**src/hdl/lcfs_defs.svh**
```systemverilog
// constants of the led channel fault supervisor: offsets, fields, timing
// assumes a 50 MHz core clock and at most 16 led channels
`ifndef LCFS_DEFS_SVH
`define LCFS_DEFS_SVH

`define LCFS_CLK_MHZ 50
`define LCFS_RETEST_NS 10000
`define LCFS_RETEST_CYC ((`LCFS_RETEST_NS * `LCFS_CLK_MHZ + 999) / 1000)

`define LCFS_OFS_FAULT_A 8'h38
`define LCFS_OFS_FAULT_B 8'h39
`define LCFS_OFS_LATREG_LO 8'h3a
`define LCFS_OFS_LATREG_HI 8'h3b
`define LCFS_OFS_GND_LO 8'h3c
`define LCFS_OFS_GND_HI 8'h3d

`define LCFS_FA_OCP 0
`define LCFS_FA_UV 1
`define LCFS_FA_TW 2
`define LCFS_FA_OVP 3
`define LCFS_FB_OPEN 0
`define LCFS_FB_GND 1

`define LCFS_RST_BYTE 8'h00

`endif

```
**src/hdl/lcfs_pkg.sv**
```systemverilog
// types of the led channel fault supervisor
// assumes nothing beyond a systemverilog compiler
package lcfs_pkg;
    typedef enum logic [2:0] {
        LCFS_RUN = 3'b000,
        LCFS_OVP_HOLD = 3'b001,
        LCFS_RETEST = 3'b010,
        LCFS_SHUT = 3'b011,
        LCFS_OCP = 3'b100,
        LCFS_UV = 3'b101
    } lcfs_state_t;
endpackage

```
**src/hdl/lcfs_supervisor.sv**
```systemverilog
// fault supervisor of a multi channel boost led driver
// assumes analog comparators on pins, synchronised here, and a host
// reading status through a byte read port behind the serial interface
`timescale 1ns/1ps
`include "lcfs_defs.svh"
module lcfs_supervisor #(
    parameter int NCH = 10,
    parameter int RETEST_CYC = `LCFS_RETEST_CYC
) (
    input wire logic i_clk,
    input wire logic i_rst,
    input wire logic [NCH-1:0] i_ch_enable,
    input wire logic [NCH-1:0] i_ch_in_reg,
    input wire logic [NCH-1:0] i_ch_gnd,
    input wire logic i_overvoltage_trip,
    input wire logic i_ov_below_94,
    input wire logic i_in_ocp,
    input wire logic i_out_uv,
    input wire logic i_temp_warn,
    input wire logic i_uv_auto_restart,
    input wire logic i_tw_auto_restart,
    input wire logic i_fault_clear,
    input wire logic i_reg_rd,
    input wire logic [7:0] i_reg_addr,
    output logic [7:0] o_reg_rdata,
    output logic o_reg_valid,
    output logic [NCH-1:0] o_boost_raise_req,
    output logic [NCH-1:0] o_ch_active,
    output logic o_gnd_test,
    output logic o_boost_en,
    output logic o_in_disc_on,
    output logic o_led_en,
    output logic o_led_derate,
    output logic o_fault_pin_out,
    output logic o_fault_pin_oe
);
    localparam int SYNW = 3 * NCH + 5;
    localparam logic [15:0] RETEST_LAST = 16'(RETEST_CYC - 1);

    ////////////////////////////////////////////////////////////////////////
    // pin synchronisers

    logic [SYNW-1:0] syn_in;
    logic [SYNW-1:0] syn_out;
    logic [NCH-1:0] in_reg_s;
    logic [NCH-1:0] gnd_s;
    logic [NCH-1:0] en_s;
    logic ovp_s;
    logic below_s;
    logic ocp_s;
    logic uv_s;
    logic tw_s;

    assign syn_in = {i_ch_enable, i_ch_in_reg, i_ch_gnd, i_overvoltage_trip,
                     i_ov_below_94, i_in_ocp, i_out_uv, i_temp_warn};

    lcfs_sync #(
        .W(SYNW)
    ) u_sync (
        .i_clk(i_clk),
        .i_rst(i_rst),
        .i_async(syn_in),
        .o_sync(syn_out)
    );

    assign {en_s, in_reg_s, gnd_s, ovp_s, below_s, ocp_s, uv_s, tw_s} =
        syn_out;

    ////////////////////////////////////////////////////////////////////////
    // supervisor state

    lcfs_pkg::lcfs_state_t state_reg;
    lcfs_pkg::lcfs_state_t state_next;
    logic [NCH-1:0] removed_reg;
    logic [NCH-1:0] removed_next;
    logic [NCH-1:0] cap_reg;
    logic [NCH-1:0] cap_next;
    logic [NCH-1:0] latreg_reg;
    logic [NCH-1:0] latreg_next;
    logic [NCH-1:0] gnd_reg;
    logic [NCH-1:0] gnd_next;
    logic [15:0] cnt_reg;
    logic [15:0] cnt_next;
    logic [3:0] fa_reg;
    logic [3:0] fa_next;
    logic [1:0] fb_reg;
    logic [1:0] fb_next;
    logic tw_reg;
    logic tw_next;
    logic [NCH-1:0] active;
    logic [NCH-1:0] unreg;
    logic [NCH-1:0] grounded;

    // removed channels no longer take part in the boost loop
    assign active = en_s & ~removed_reg;
    assign unreg = active & ~in_reg_s;
    assign grounded = cap_reg & gnd_s;

    // next state; overcurrent outranks everything except in the retest and shutdown states, where it is not checked
    always_comb
    begin
        state_next = state_reg;
        removed_next = removed_reg;
        cap_next = cap_reg;
        latreg_next = latreg_reg;
        gnd_next = gnd_reg;
        cnt_next = cnt_reg;
        fa_next = fa_reg;
        fb_next = fb_reg;
        tw_next = tw_reg;
        // host clear first, so a fresh event below wins over it
        if (i_fault_clear)
        begin
            fa_next = 4'h0;
            fb_next = 2'h0;
        end
        // warning releases on cooling if auto, else on host clear
        if (tw_s)
        begin
            tw_next = 1'b1;
            fa_next[`LCFS_FA_TW] = 1'b1;
        end
        else if (i_tw_auto_restart || i_fault_clear)
        begin
            tw_next = 1'b0;
        end
        case (state_reg)
            lcfs_pkg::LCFS_RUN:
            begin
                cnt_next = 16'h0000;
                if (ocp_s)
                begin
                    state_next = lcfs_pkg::LCFS_OCP;
                    fa_next[`LCFS_FA_OCP] = 1'b1;
                end
                else if (uv_s)
                begin
                    state_next = lcfs_pkg::LCFS_UV;
                    fa_next[`LCFS_FA_UV] = 1'b1;
                end
                else if (ovp_s)
                begin
                    fa_next[`LCFS_FA_OVP] = 1'b1;
                    if (unreg != '0)
                    begin
                        // startup failures follow this same path
                        state_next = lcfs_pkg::LCFS_RETEST;
                        cap_next = unreg;
                        latreg_next = latreg_reg | unreg;
                    end
                    else
                    begin
                        state_next = lcfs_pkg::LCFS_OVP_HOLD;
                    end
                end
            end
            lcfs_pkg::LCFS_OVP_HOLD:
            begin
                if (ocp_s)
                begin
                    state_next = lcfs_pkg::LCFS_OCP;
                    fa_next[`LCFS_FA_OCP] = 1'b1;
                end
                else if (below_s)
                begin
                    state_next = lcfs_pkg::LCFS_RUN;
                end
            end
            lcfs_pkg::LCFS_RETEST:
            begin
                if (cnt_reg != RETEST_LAST)
                begin
                    cnt_next = cnt_reg + 16'h0001;
                end
                else if (grounded != '0)
                begin
                    state_next = lcfs_pkg::LCFS_SHUT;
                    gnd_next = gnd_reg | grounded;
                    fb_next[`LCFS_FB_GND] = 1'b1;
                end
                else
                begin
                    removed_next = removed_reg | cap_reg;
                    fb_next[`LCFS_FB_OPEN] = 1'b1;
                    state_next = lcfs_pkg::LCFS_RUN;
                end
            end
            lcfs_pkg::LCFS_SHUT:
            begin
                // only a reset brings the boost back
                state_next = lcfs_pkg::LCFS_SHUT;
                fb_next[`LCFS_FB_GND] = 1'b1;
            end
            lcfs_pkg::LCFS_OCP:
            begin
                // the clear that releases the latch also empties the bit,
                // otherwise the host would need a second clear
                if (i_fault_clear && !ocp_s)
                begin
                    state_next = lcfs_pkg::LCFS_RUN;
                end
                else
                begin
                    fa_next[`LCFS_FA_OCP] = 1'b1;
                end
            end
            lcfs_pkg::LCFS_UV:
            begin
                if (ocp_s)
                begin
                    state_next = lcfs_pkg::LCFS_OCP;
                    fa_next[`LCFS_FA_OCP] = 1'b1;
                end
                else if (!uv_s && (i_uv_auto_restart || i_fault_clear))
                begin
                    state_next = lcfs_pkg::LCFS_RUN;
                end
            end
            default:
            begin
                state_next = lcfs_pkg::LCFS_RUN;
            end
        endcase
    end

    always_ff @(posedge i_clk)
    begin
        if (i_rst)
        begin
            state_reg <= lcfs_pkg::LCFS_RUN;
            removed_reg <= '0;
            cap_reg <= '0;
            latreg_reg <= '0;
            gnd_reg <= '0;
            cnt_reg <= 16'h0000;
            fa_reg <= 4'h0;
            fb_reg <= 2'h0;
            tw_reg <= 1'b0;
        end
        else
        begin
            state_reg <= state_next;
            removed_reg <= removed_next;
            cap_reg <= cap_next;
            latreg_reg <= latreg_next;
            gnd_reg <= gnd_next;
            cnt_reg <= cnt_next;
            fa_reg <= fa_next;
            fb_reg <= fb_next;
            tw_reg <= tw_next;
        end
    end

    ////////////////////////////////////////////////////////////////////////
    // power stage controls and indicator

    logic running;
    logic flag;

    assign running = (state_reg == lcfs_pkg::LCFS_RUN);
    // an open or grounded string never reaches target, so it keeps asking
    assign o_boost_raise_req = running ? unreg : '0;
    assign o_ch_active = active;
    assign o_gnd_test = (state_reg == lcfs_pkg::LCFS_RETEST);
    // sinks stay on during the hold so the output can drain
    assign o_boost_en = running;
    assign o_in_disc_on = (state_reg != lcfs_pkg::LCFS_OCP) &&
                          (state_reg != lcfs_pkg::LCFS_SHUT);
    assign o_led_en = (state_reg == lcfs_pkg::LCFS_RUN) ||
                      (state_reg == lcfs_pkg::LCFS_OVP_HOLD) ||
                      (state_reg == lcfs_pkg::LCFS_RETEST);
    assign o_led_derate = tw_reg;
    // warning is left out of the indicator on purpose
    assign flag = !running;
    assign o_fault_pin_out = 1'b0;
    assign o_fault_pin_oe = flag;

    ////////////////////////////////////////////////////////////////////////
    // status read port

    logic [15:0] latreg_w;
    logic [15:0] gnd_w;
    logic [7:0] rdata_reg;
    logic [7:0] rdata_next;
    logic valid_reg;
    logic valid_next;

    // pad the channel vectors into two bytes, channel 0 at bit 0
    assign latreg_w = 16'(latreg_reg);
    assign gnd_w = 16'(gnd_reg);

    // unmapped offsets read as zero
    always_comb
    begin
        rdata_next = rdata_reg;
        valid_next = i_reg_rd;
        if (i_reg_rd)
        begin
            case (i_reg_addr)
                `LCFS_OFS_FAULT_A: rdata_next = {4'h0, fa_reg};
                `LCFS_OFS_FAULT_B: rdata_next = {6'h00, fb_reg};
                `LCFS_OFS_LATREG_LO: rdata_next = latreg_w[7:0];
                `LCFS_OFS_LATREG_HI: rdata_next = latreg_w[15:8];
                `LCFS_OFS_GND_LO: rdata_next = gnd_w[7:0];
                `LCFS_OFS_GND_HI: rdata_next = gnd_w[15:8];
                default: rdata_next = 8'h00;
            endcase
        end
    end

    always_ff @(posedge i_clk)
    begin
        if (i_rst)
        begin
            rdata_reg <= `LCFS_RST_BYTE;
            valid_reg <= 1'b0;
        end
        else
        begin
            rdata_reg <= rdata_next;
            valid_reg <= valid_next;
        end
    end

    assign o_reg_rdata = rdata_reg;
    assign o_reg_valid = valid_reg;
endmodule

```
**src/hdl/lcfs_sync.sv**
```systemverilog
// two flip-flop synchroniser for a group of level inputs
// assumes levels that stay put for several clock cycles
`timescale 1ns/1ps
module lcfs_sync #(
    parameter int W = 1
) (
    input wire logic i_clk,
    input wire logic i_rst,
    input wire logic [W-1:0] i_async,
    output logic [W-1:0] o_sync
);
    genvar gi;
    generate
        for (gi = 0; gi < W; gi++)
        begin : g_bit
            logic meta_reg;
            logic meta_next;
            logic out_reg;
            logic out_next;
            // the first stage feeds the second stage only
            always_comb
            begin
                meta_next = i_async[gi];
                out_next = meta_reg;
            end
            always_ff @(posedge i_clk)
            begin
                if (i_rst)
                begin
                    meta_reg <= 1'b0;
                    out_reg <= 1'b0;
                end
                else
                begin
                    meta_reg <= meta_next;
                    out_reg <= out_next;
                end
            end
            assign o_sync[gi] = out_reg;
        end
    endgenerate
endmodule

```
**config.mk**
```make
export PLATFORM = sky130hd
export DESIGN_NAME = lcfs_supervisor
export DESIGN_NICKNAME = d
export VERILOG_FILES = /design/src/hdl/lcfs_pkg.sv /design/src/hdl/lcfs_supervisor.sv /design/src/hdl/lcfs_sync.sv
export VERILOG_INCLUDE_DIRS = /design/src /design/src/hdl
export SDC_FILE = /design/constraint.sdc
export NUM_CORES = 1
export LEC_CHECK = 0
export ABC_AREA = 1
export ABC_CLOCK_PERIOD_IN_PS = 2000
export BUFFER_PORTS_ARGS = -buffer_cell sky130_fd_sc_hd__buf_2
export CAP_MARGIN = 25
export CORE_MARGIN = 2
export CORE_UTILIZATION = 56
export DETAILED_ROUTE_END_ITERATION = 10
export MAX_ROUTING_LAYER = met4
export PLACE_DENSITY = 0.79
export SYNTH_ARGS = -nofsm -noshare
export SYNTH_HDL_FRONTEND = slang
export SYNTH_SLANG_ARGS = --single-unit
```
**constraint.sdc**
```tcl
create_clock -name i_clk -period 2 [get_ports i_clk]
set_input_delay 0.3 -clock i_clk [delete_from_list [all_inputs] [get_ports i_clk]]
set_output_delay 0.3 -clock i_clk [all_outputs]
set_load 0.01 [all_outputs]
```
==> results of run 1 <==
[power breakdown]
group | switching (mW) | internal, mW
logic | 0.683 | 0.349
clock network | 1.19 | 2.10
registers | 0.0781 | 3.00
[synth_stat cells, drive strengths merged]
cell	n
o22ai	3
dfxtp	145
o211ai	2
inv	176
nor4	1
xor2	1
nor3b	1
clkinv	1
nand2	135
clkbuf	11
a32oi	1
o221ai	1
o21ai	9
nand3b	6
a21oi	67
nor2	149
a211oi	1
nor3	10
ha	1
nand4	10
a31oi	1
buf	11
conb	1
nand3	40
[repair_timing]
| item | in CTS | in global routing |
|---|---|---|
| cloned | 0 | 0 |
| hold endpoints to repair | 35 | 0 |
| pin swaps | 1 | 1 |
| endpoints found under the setup margin | 10 | 10 |
| hold buffers | 35 | 0 |
| resized for setup | 6 | 4 |
[cells by family (layout without fill, tap and decap cells)]
group                    after synthesis  after routing  share of synthesized area
XOR/XNOR                               1              1                   0.001522
other                                  1              1                  0.0006514
flip-flops                           145            145                     0.5042
buffers and inverters                199            332                     0.1352
adder cells (fa/ha/maj)                1              1                   0.002173
AND/OR/NAND/NOR                      352            352                     0.2721
AO/OA/AOI/OAI                         85             85                    0.08411
[layout make-up]
type | instances | area, um^2
Inverter | 177 | 664.4
Timing Repair Buffer | 123 | 822.0
Clock buffer | 20 | 445.4
Sequential cell | 145 | 2907
Tap cell | 136 | 170.2
Clock inverter | 12 | 180.2
Multi-Input combinational cell | 440 | 2096
Fill cell | 758 | 2854
[stage by stage]
step | hold slack, ns | area (um^2)
after detailed placement | 0.3922 | 6281
final | 0.03677 | 7284
after floorplan | 0.3883 | 5757
after CTS | 0.02647 | 7273
after global routing | 0.03309 | 7284
after global placement | 0.3883 | 6281
[worst min path at each step]
stage                                          from                                  end  slack [ns]  cells after the start
2_1_floorplan   u_sync.g_bit[0].meta_reg$_SDFF_PP0_   u_sync.g_bit[0].out_reg$_SDFF_PP0_        0.39                      2
3_3_place_gp   u_sync.g_bit[27].meta_reg$_SDFF_PP0_  u_sync.g_bit[27].out_reg$_SDFF_PP0_        0.39                      2
3_5_place_dp   u_sync.g_bit[14].meta_reg$_SDFF_PP0_  u_sync.g_bit[14].out_reg$_SDFF_PP0_        0.39                      2
4_1_cts                           i_tw_auto_restart            o_led_derate$_SDFFE_PP0P_        0.03                      3
5_1_grt                           i_tw_auto_restart            o_led_derate$_SDFFE_PP0P_        0.03                      3
6_report                          i_tw_auto_restart            o_led_derate$_SDFFE_PP0P_        0.04                      3
[metal layers]
metal / wire (um) / vias up / GRT usage
met1: 5795 / 2297 / 0.3150
li1: - / 2605 / -
met4: 416 / 0 / 0.1133
met2: 6271 / 171 / 0.3972
met3: 745 / 36 / 0.06741
met5: 0 / - / -
[worst reg2reg max path, delay by kind of cell, from the launching register on]
family / cells / cell delay (ns)
AOI/OAI and AO/OA: 1 / 0.15
adders and majority gates: 1 / 0.25
DFF: 1 / 0.39
and+or+nand+nor: 5 / 0.98
==> results.py, run 1 <==
metrics = {
    "timing": {
        "finalSetupViolCount": 0,
        "fmax_mhz": 516.3,
        "grt_setup_unrepaired": "yes",
        "relSlewSlack": 0.6503,
        "max_slew.worst_pin.slew_ns": 0.5245,
        "slew_viol_final": 0,
        "skew_ns": 0.009403,
        "final_hold_viol_count": 0,
        "fin_tns_setup_ns": 0,
        "finalCritPeriodShare": 0.9684,
        "min_period_ns": 1.937,
        "setup_slack_ns": 0.06319,
    },
    "global_route": {
        "antenna_found_initial": 0,
        "grt_start_max_net_pins": 84,
        "grt_usage": 0.2561,
        "grt_overflow": 0,
        "grt_pass1_vias": 4758,
        "grt_pass1_wl_um": 21890,
    },
    "layout": {
        "drive_gt1_frac": 0.1832,
        "syn_to_final_growth_pct": 26.54,
        "mostFrequentLayoutCell": "inv_1",
        "antenna_cells": 0,
        "fin_nets": 954,
        "final_cells": 1053,
        "layout_common_cells": "169 x inv_1, 142 x dfxtp_1, 138 x nor2_1",
        "final_util": 0.7185,
    },
    "cts": {
        "path_clk_slew_ns": 0.06,
        "post_cts_buffers": 0,
        "clock_sinks": 145,
        "clk_latency_ns": 0.52,
        "clock_path_buffers": 2,
        "htree_levels": 4,
        "cts_made_buffers": 17,
        "ctsRootBufferMaster": "clkbuf_8",
        "cts_tree": "built",
    },
    "synthesis": {
        "yosysTopAreaCell": "dfxtp_1",
        "synth-seq-cells": 145,
        "synth_area_per_cell_um2": 7.343,
        "ys_warn_count": 0,
        "synthCells": 784,
        "synth_fp_nets": 834,
        "yosysSeqAreaShare": 0.5042,
        "synth_area_leaders": "dfxtp_1 50%, inv_1 11%, nor2_1 9.3%, nand2_1 7.9%, a21oi_1 5.0%",
        "synth_area_um2": 5757,
        "netlist.area_leader.share": 0.5042,
        "synth.distinct_cells": 39,
    },
    "floorplan": {
        "dieArea_um2": 11110,
        "die_y_um": 105.4,
        "ios": 85,
        "start_util": 0.5678,
        "dieWidth_um": 105.4,
        "core-area_um2": 10140,
        "rows": 37,
    },
    "routing": {
        "drt-pass1-iter-count": 5,
        "vias": 5109,
        "drt-total-wl_um": 13230,
        "drcViolationCount": 0,
        "wl_per_cell_um": 12.56,
        "drt-initial-drc-count": 333,
        "viasPerCell": 4.852,
        "antenna_left": 0,
    },
    "setup_path": {
        "worst-path-stages": 5,
        "crit_path_max_fanout": 16,
        "path_cells": "nor2_4 > nand2_2 > buf_6 > nor2_1 > buf_2",
        "rr_worst_depth": 7,
        "critPathArrivalTime_ns": 1.64,
        "r2r_slack_ns": 0.17,
        "cp-startpoint": "state_reg[2]$_SDFFE_PP0P_",
        "r2r_end": "removed_reg[9]$_SDFFE_PP0P_",
        "start_kind": "flop",
        "max_stage_delay_ns": 0.37,
        "cp_slowest_cell": "dfxtp_2",
        "crit_path_end": "o_boost_raise_req[3]",
        "cp.required_ns": 1.70,
        "crit_family": "simple AND/OR/NAND/NOR gates",
        "critical_path_class": "flop to primary output",
        "critPathBufInv": 2,
        "cp-end-kind": "primary output",
        "reg2reg_from": "cnt_reg[0]$_SDFFE_PP0P_",
    },
    "worst_hold_path": {
        "hold_path.class": "input pin to flop",
    },
    "place": {
        "dp_hpwl_um": 8428,
        "gp_congestion": 0.8633,
        "io_buffers": 83,
        "pre_cts_slack_ns": 0.2636,
        "dpl.cell_count": 986,
    },
    "pwr": {
        "ir_drop_mv": 0.7971,
        "p_total_mw": 7.403,
        "p_leak_nw": 3.372,
        "powerDensity_nw_per_um2": 1016,
    },
    "run_status": {
        "status": "completed",
    },
    "flow_run": {
        "cap_violations": 0,
    },
}
Note: power is estimated with default switching activity, not from simulation.
==> run 2, diff against run 1 <==
CTS_BUF_LIST = sky130_fd_sc_hd__clkbuf_16   (was not set)
==> run 2 against run 1 <==
Compared with the run above: global-route usage down 1.6 points; sequential share of layout area up 2.1 points; maximum frequency up 2.0%; setup slack better by 0.038 ns; final cell count down 3.3%; critical path type unchanged; combinational power down 6%; critical endpoint is now o_boost_raise_req[9]; design area down 5.1%; highest routed layer unchanged.
==> results.py, run 2 (synthesis results as in run 1) <==
metrics = {
    "timing": {
        "grt_setup_unrepaired": "no",
        "max_slew.worst_pin.slew_ns": 0.5244,
        "holdWs_ns": 0.08051,
        "fin_tns_setup_ns": 0,
        "min_period_ns": 1.899,
        "slew_viol_final": 0,
        "fmax_mhz": 526.5,
        "relSlewSlack": 0.6504,
        "setup_slack_ns": 0.1007,
        "skew_ns": 0.008602,
        "finalSetupViolCount": 0,
        "finalCritPeriodShare": 0.9496,
        "final_hold_viol_count": 0,
    },
    "pwr": {
        "clock_power_share": 0.448,
        "ir_drop_mv": 0.7744,
        "powerDensity_nw_per_um2": 1057,
        "power_frac_comb": 0.132,
        "p_sw_mw": 1.931,
        "seq_power_share": 0.420,
        "sw_frac_of_total": 0.2644,
        "internal_power_mw": 5.373,
        "p_total_mw": 7.304,
        "p_leak_nw": 3.222,
    },
    "cts": {
        "cts_made_buffers": 17,
        "clock_path_buffers": 2,
        "clock_sinks": 145,
        "clk_latency_ns": 0.42,
        "path_clk_slew_ns": 0.06,
        "cts_tree": "built",
        "ctsRootBufferMaster": "clkbuf_16",
        "holdBufCountCts": 0,
        "htree_levels": 4,
    },
    "setup_path": {
        "cp-end-kind": "primary output",
        "critPathArrivalTime_ns": 1.60,
        "crit_path_max_fanout": 16,
        "cp.required_ns": 1.70,
        "critical_path_class": "flop to primary output",
        "start_kind": "flop",
    },
    "global_route": {
        "antenna_found_initial": 0,
        "grt_usage": 0.2400,
        "grt_overflow": 0,
        "grt_pass1_wl_um": 20490,
        "grt_pass1_vias": 4391,
        "grt_start_max_net_pins": 84,
    },
    "floorplan": {
        "ios": 85,
        "dieArea_um2": 11110,
        "dieWidth_um": 105.4,
        "rows": 37,
        "core-area_um2": 10140,
        "die_y_um": 105.4,
        "start_util": 0.5678,
    },
    "place": {
        "io_buffers": 83,
        "pre_cts_slack_ns": 0.2636,
        "dp_hpwl_um": 8428,
        "gp_congestion": 0.8633,
    },
    "routing": {
        "antenna_left": 0,
        "drt-pass1-iter-count": 5,
        "wl_per_cell_um": 12.08,
        "vias": 4933,
        "drt-total-wl_um": 12300,
        "drcViolationCount": 0,
        "drt-initial-drc-count": 383,
        "viasPerCell": 4.846,
    },
    "layout": {
        "syn_to_final_growth_pct": 20.06,
        "layout_common_cells": "170 x inv_1, 145 x dfxtp_1, 140 x nor2_1",
        "antenna_cells": 0,
        "mostFrequentLayoutCell": "inv_1",
        "drive_gt1_frac": 0.1825,
        "fin_nets": 919,
    },
    "worst_hold_path": {
        "hold_path.class": "input pin to flop",
    },
    "flow_run": {
        "cap_violations": 0,
    },
    "run_status": {
        "status": "completed",
    },
}
[run 2: worst paths after layout]
| kind | slack [ns] | startpoint | end | cells after the start |
|---|---|---|---|---|
| worst max-delay path | 0.10 | state_reg[2]$_SDFFE_PP0P_ | o_boost_raise_req[9] | 5 |
| worst min-delay path | 0.08 | i_ch_in_reg[0] | u_sync.g_bit[15].meta_reg$_SDFF_PP0_ | 3 |
| worst max register to register | 0.18 | cnt_reg[0]$_SDFFE_PP0P_ | removed_reg[9]$_SDFFE_PP0P_ | 7 |
| worst min register to register | 0.40 | u_sync.g_bit[14].meta_reg$_SDFF_PP0_ | u_sync.g_bit[14].out_reg$_SDFF_PP0_ | 2 |
[run 2: critical path: stages, from the launching register on]
cell	delay [ns]
dfxtp_1	0.38
nor2_2	0.17
nand2_2	0.13
buf_6	0.19
nor2_4	0.16
buf_2	0.15
[run 2: per-stage QoR]
stage / cells / utilization / cell area, um^2
after floorplan: 784 / - / 5757
after global placement: 986 / 0.6195 / 6281
after detailed placement: 986 / 0.6195 / 6281
after CTS: 1018 / 0.6814 / 6908
after global routing: 1018 / 0.6817 / 6912
final: 1018 / 0.6817 / 6912
[run 2: area by class of cell]
class / instances / area [um^2]
multi-input cells: 440 / 2086
fillers: 828 / 3227
well taps: 136 / 170.2
flip-flops and latches: 145 / 2903
inverters: 177 / 664.4
clock inverters: 15 / 191.4
clock buffers: 17 / 425.4
repair buffers: 88 / 471.7
[run 2: power groups by stage]
stage	clock, mW	combinational [mW]	sequential, mW
after global routing	3.44	1.07	3.08
after CTS	3.29	0.951	3.07
after floorplan	0	0.694	3.11
after global placement	0	0.922	3.12
after detailed placement	0	0.926	3.13
final	3.27	0.965	3.07
[run 2: layer usage]
metal	global-route usage	wire length, um	vias to the layer above
met5	-	0	-
met4	0.09619	337	0
met3	0.06061	681	30
met2	0.3604	5638	148
met1	0.3111	5642	2220
li1	-	-	2535
[run 2: timing repair]
action                                 CTS  global route
buffers inserted                         0             0
endpoints found under the hold margin    0             0
resized for setup                        3             1
pin swaps                                0             1
gates cloned                             0             0
setup endpoints to repair                2            10
==> run 3, diff against run 2 <==
ABC_CLOCK_PERIOD_IN_PS = 1900   (was 2000)
clock period = 1.9 ns   (was 2 ns; I/O delays follow)
==> run 3 against run 2 <==
Compared with the run above: first-iteration DRC count is 19% lower; sequential power is 5% higher; count of clock-buffer cells in the layout is the same; core utilization grew 0.70 points; non-clock buffer count rose by 3; critical path depth unchanged; final cell count increased by 0.29%; wire length fell by 2.1%; critical path type unchanged; largest cell class unchanged; largest power group unchanged; highest routed layer unchanged.
==> results.py, run 3 (synthesis results as in run 1) <==
metrics = {
    "run_status": {
        "status": "completed",
    },
    "global_route": {
        "globalRouteMet2Util": 0.3659,
        "grt_start_max_net_pins": 135,
        "use_met1": 0.2989,
        "grt_pass1_vias": 4427,
        "busiest_layer": "met2",
        "grt_usage": 0.2331,
        "antenna_found_initial": 0,
        "grt_pass1_wl_um": 20240,
        "grt_use_met3": 0.04638,
        "grt_overflow": 0,
    },
    "timing": {
        "finalSetupViolCount": 0,
        "relSlewSlack": 0.6199,
        "max_slew.worst_pin.slew_ns": 0.5701,
        "grt_setup_unrepaired": "no",
        "slew_viol_final": 0,
        "fin_tns_setup_ns": 0,
        "final_hold_viol_count": 0,
        "skew_ns": 0.006131,
        "fmax_mhz": 552.3,
        "min_period_ns": 1.811,
        "finalCritPeriodShare": 0.9530,
    },
    "floorplan": {
        "dieArea_um2": 11110,
        "die_y_um": 105.4,
        "core-area_um2": 10140,
        "start_util": 0.5678,
        "dieWidth_um": 105.4,
        "rows": 37,
        "ios": 85,
    },
    "setup_path": {
        "cp-startpoint": "state_reg[2]$_SDFFE_PP0P_",
        "max_stage_delay_ns": 0.36,
        "r2r_end": "removed_reg[8]$_SDFFE_PP0P_",
        "start_kind": "flop",
        "reg2reg_from": "cnt_reg[0]$_SDFFE_PP0P_",
        "crit_family": "simple AND/OR/NAND/NOR gates",
        "r2r_slack_ns": 0.24,
        "cp.required_ns": 1.62,
        "crit_path_max_fanout": 15,
        "rr_worst_depth": 8,
        "cp-end-kind": "primary output",
        "crit_path_end": "o_boost_raise_req[6]",
        "critPathArrivalTime_ns": 1.53,
        "critPathBufInv": 2,
        "worst-path-stages": 5,
        "cp_slowest_cell": "dfxtp_2",
        "path_cells": "nor2_2 > nand2_2 > buf_6 > nor2_1 > buf_2",
        "critical_path_class": "flop to primary output",
    },
    "cts": {
        "ctsRootBufferMaster": "clkbuf_16",
        "post_cts_buffers": 0,
        "cts_tree": "built",
        "path_clk_slew_ns": 0.06,
        "htree_levels": 4,
        "clk_latency_ns": 0.40,
        "clock_path_buffers": 2,
        "clock_sinks": 145,
        "cts_made_buffers": 17,
    },
    "place": {
        "io_buffers": 83,
        "dp_hpwl_um": 8353,
        "gp_congestion": 0.8779,
        "dpl.cell_count": 989,
    },
    "layout": {
        "fin_nets": 922,
        "layout_common_cells": "170 x inv_1, 143 x dfxtp_1, 139 x nor2_1",
        "syn_to_final_growth_pct": 21.30,
        "antenna_cells": 0,
        "mostFrequentLayoutCell": "inv_1",
        "final_cells": 1021,
        "drive_gt1_frac": 0.1898,
    },
    "routing": {
        "drt-total-wl_um": 12040,
        "drcViolationCount": 0,
        "vias": 4849,
        "drt-pass1-iter-count": 5,
        "antenna_left": 0,
        "drt-initial-drc-count": 309,
        "viasPerCell": 4.749,
        "wl_per_cell_um": 11.80,
    },
    "pwr": {
        "p_leak_nw": 3.252,
        "ir_drop_mv": 0.6189,
        "powerDensity_nw_per_um2": 1136,
    },
    "worst_hold_path": {
        "hold_path.class": "input pin to flop",
    },
    "flow_run": {
        "cap_violations": 0,
    },
}
## run 3: cell types whose count changed in the layout (fill, tap and decap cells not counted)
cell	delta
clkinvlp_4	+2
dfxtp_2	+2
dfxtp_1	-2
bufinv_16	+2
nor2_1	-1
clkinv_2	-1
clkinv_1	-1
buf_4	+3
clkinv_4	-1
nor2_4	-1
inv_6	-1
nor2_2	+2
## run 3: where the power goes
group / total (mW) / internal (mW) / switching (mW)
clock: 3.70 / 2.45 / 1.24
sequential: 3.23 / 3.16 / 0.0769
combinational: 1.01 / 0.316 / 0.689
total: 7.93 / 5.93 / 2.01
## run 3: worst min path at each step
stage	from	endpoint	depth (start not counted)	slack (ns)
floorplan	u_sync.g_bit[0].meta_reg$_SDFF_PP0_	u_sync.g_bit[0].out_reg$_SDFF_PP0_	2	0.39
global placement	u_sync.g_bit[32].meta_reg$_SDFF_PP0_	u_sync.g_bit[32].out_reg$_SDFF_PP0_	2	0.39
global route	i_ch_in_reg[2]	u_sync.g_bit[17].meta_reg$_SDFF_PP0_	3	0.08
detailed placement	u_sync.g_bit[22].meta_reg$_SDFF_PP0_	u_sync.g_bit[22].out_reg$_SDFF_PP0_	2	0.39
CTS	i_ch_gnd[9]	u_sync.g_bit[14].meta_reg$_SDFF_PP0_	3	0.07
finish	i_ch_gnd[9]	u_sync.g_bit[14].meta_reg$_SDFF_PP0_	3	0.08
## run 3: layout make-up
class                           instances  area [um^2]
Fill cell                             803         3156
Sequential cell                       145         2905
Multi-Input combinational cell        440         2083
Inverter                              177        664.4
Timing Repair Buffer                   91        494.2
Clock buffer                           17        425.4
Clock inverter                         15        240.2
Tap cell                              136        170.2
## run 3: metrics by stage
| stage | area (um^2) | hold WS, ns | power [mW] | util | setup slack, ns |
|---|---|---|---|---|---|
| detailed placement | 6304 | 0.3917 | 4.264 | 0.6217 | 0.2712 |
| global placement | 6304 | 0.3890 | 4.254 | 0.6217 | 0.3245 |
| floorplan | 5757 | 0.3883 | 4.004 | - | 0.4084 |
| finish | 6983 | 0.07844 | 7.934 | 0.6888 | 0.08927 |
| global route | 6983 | 0.07751 | 8.238 | 0.6888 | 0.01562 |
| CTS | 6975 | 0.06784 | 7.940 | 0.6880 | 0.009651 |
## run 3: metal layers
layer | part of all wire | wire, um | vias up
li1 | - | - | 2531
met4 | 0.021 | 247 | 0
met3 | 0.059 | 705 | 21
met5 | 0 | 0 | -
met2 | 0.46 | 5591 | 154
met1 | 0.46 | 5499 | 2143
## run 3: repair_timing
action | in CTS | in global routing
resized for setup | 3 | 3
hold buffers | 0 | 0
endpoints found under the setup margin | 2 | 11
## run 3: worst register-to-register path, cell delays in order, from the launching register on
cell	delay, ns
dfxtp_1	0.39
ha_1	0.24
nand3_1	0.10
nor2_1	0.19
nand3_4	0.15
nor2_4	0.13
buf_4	0.20
nand2_2	0.07
a21oi_2	0.12
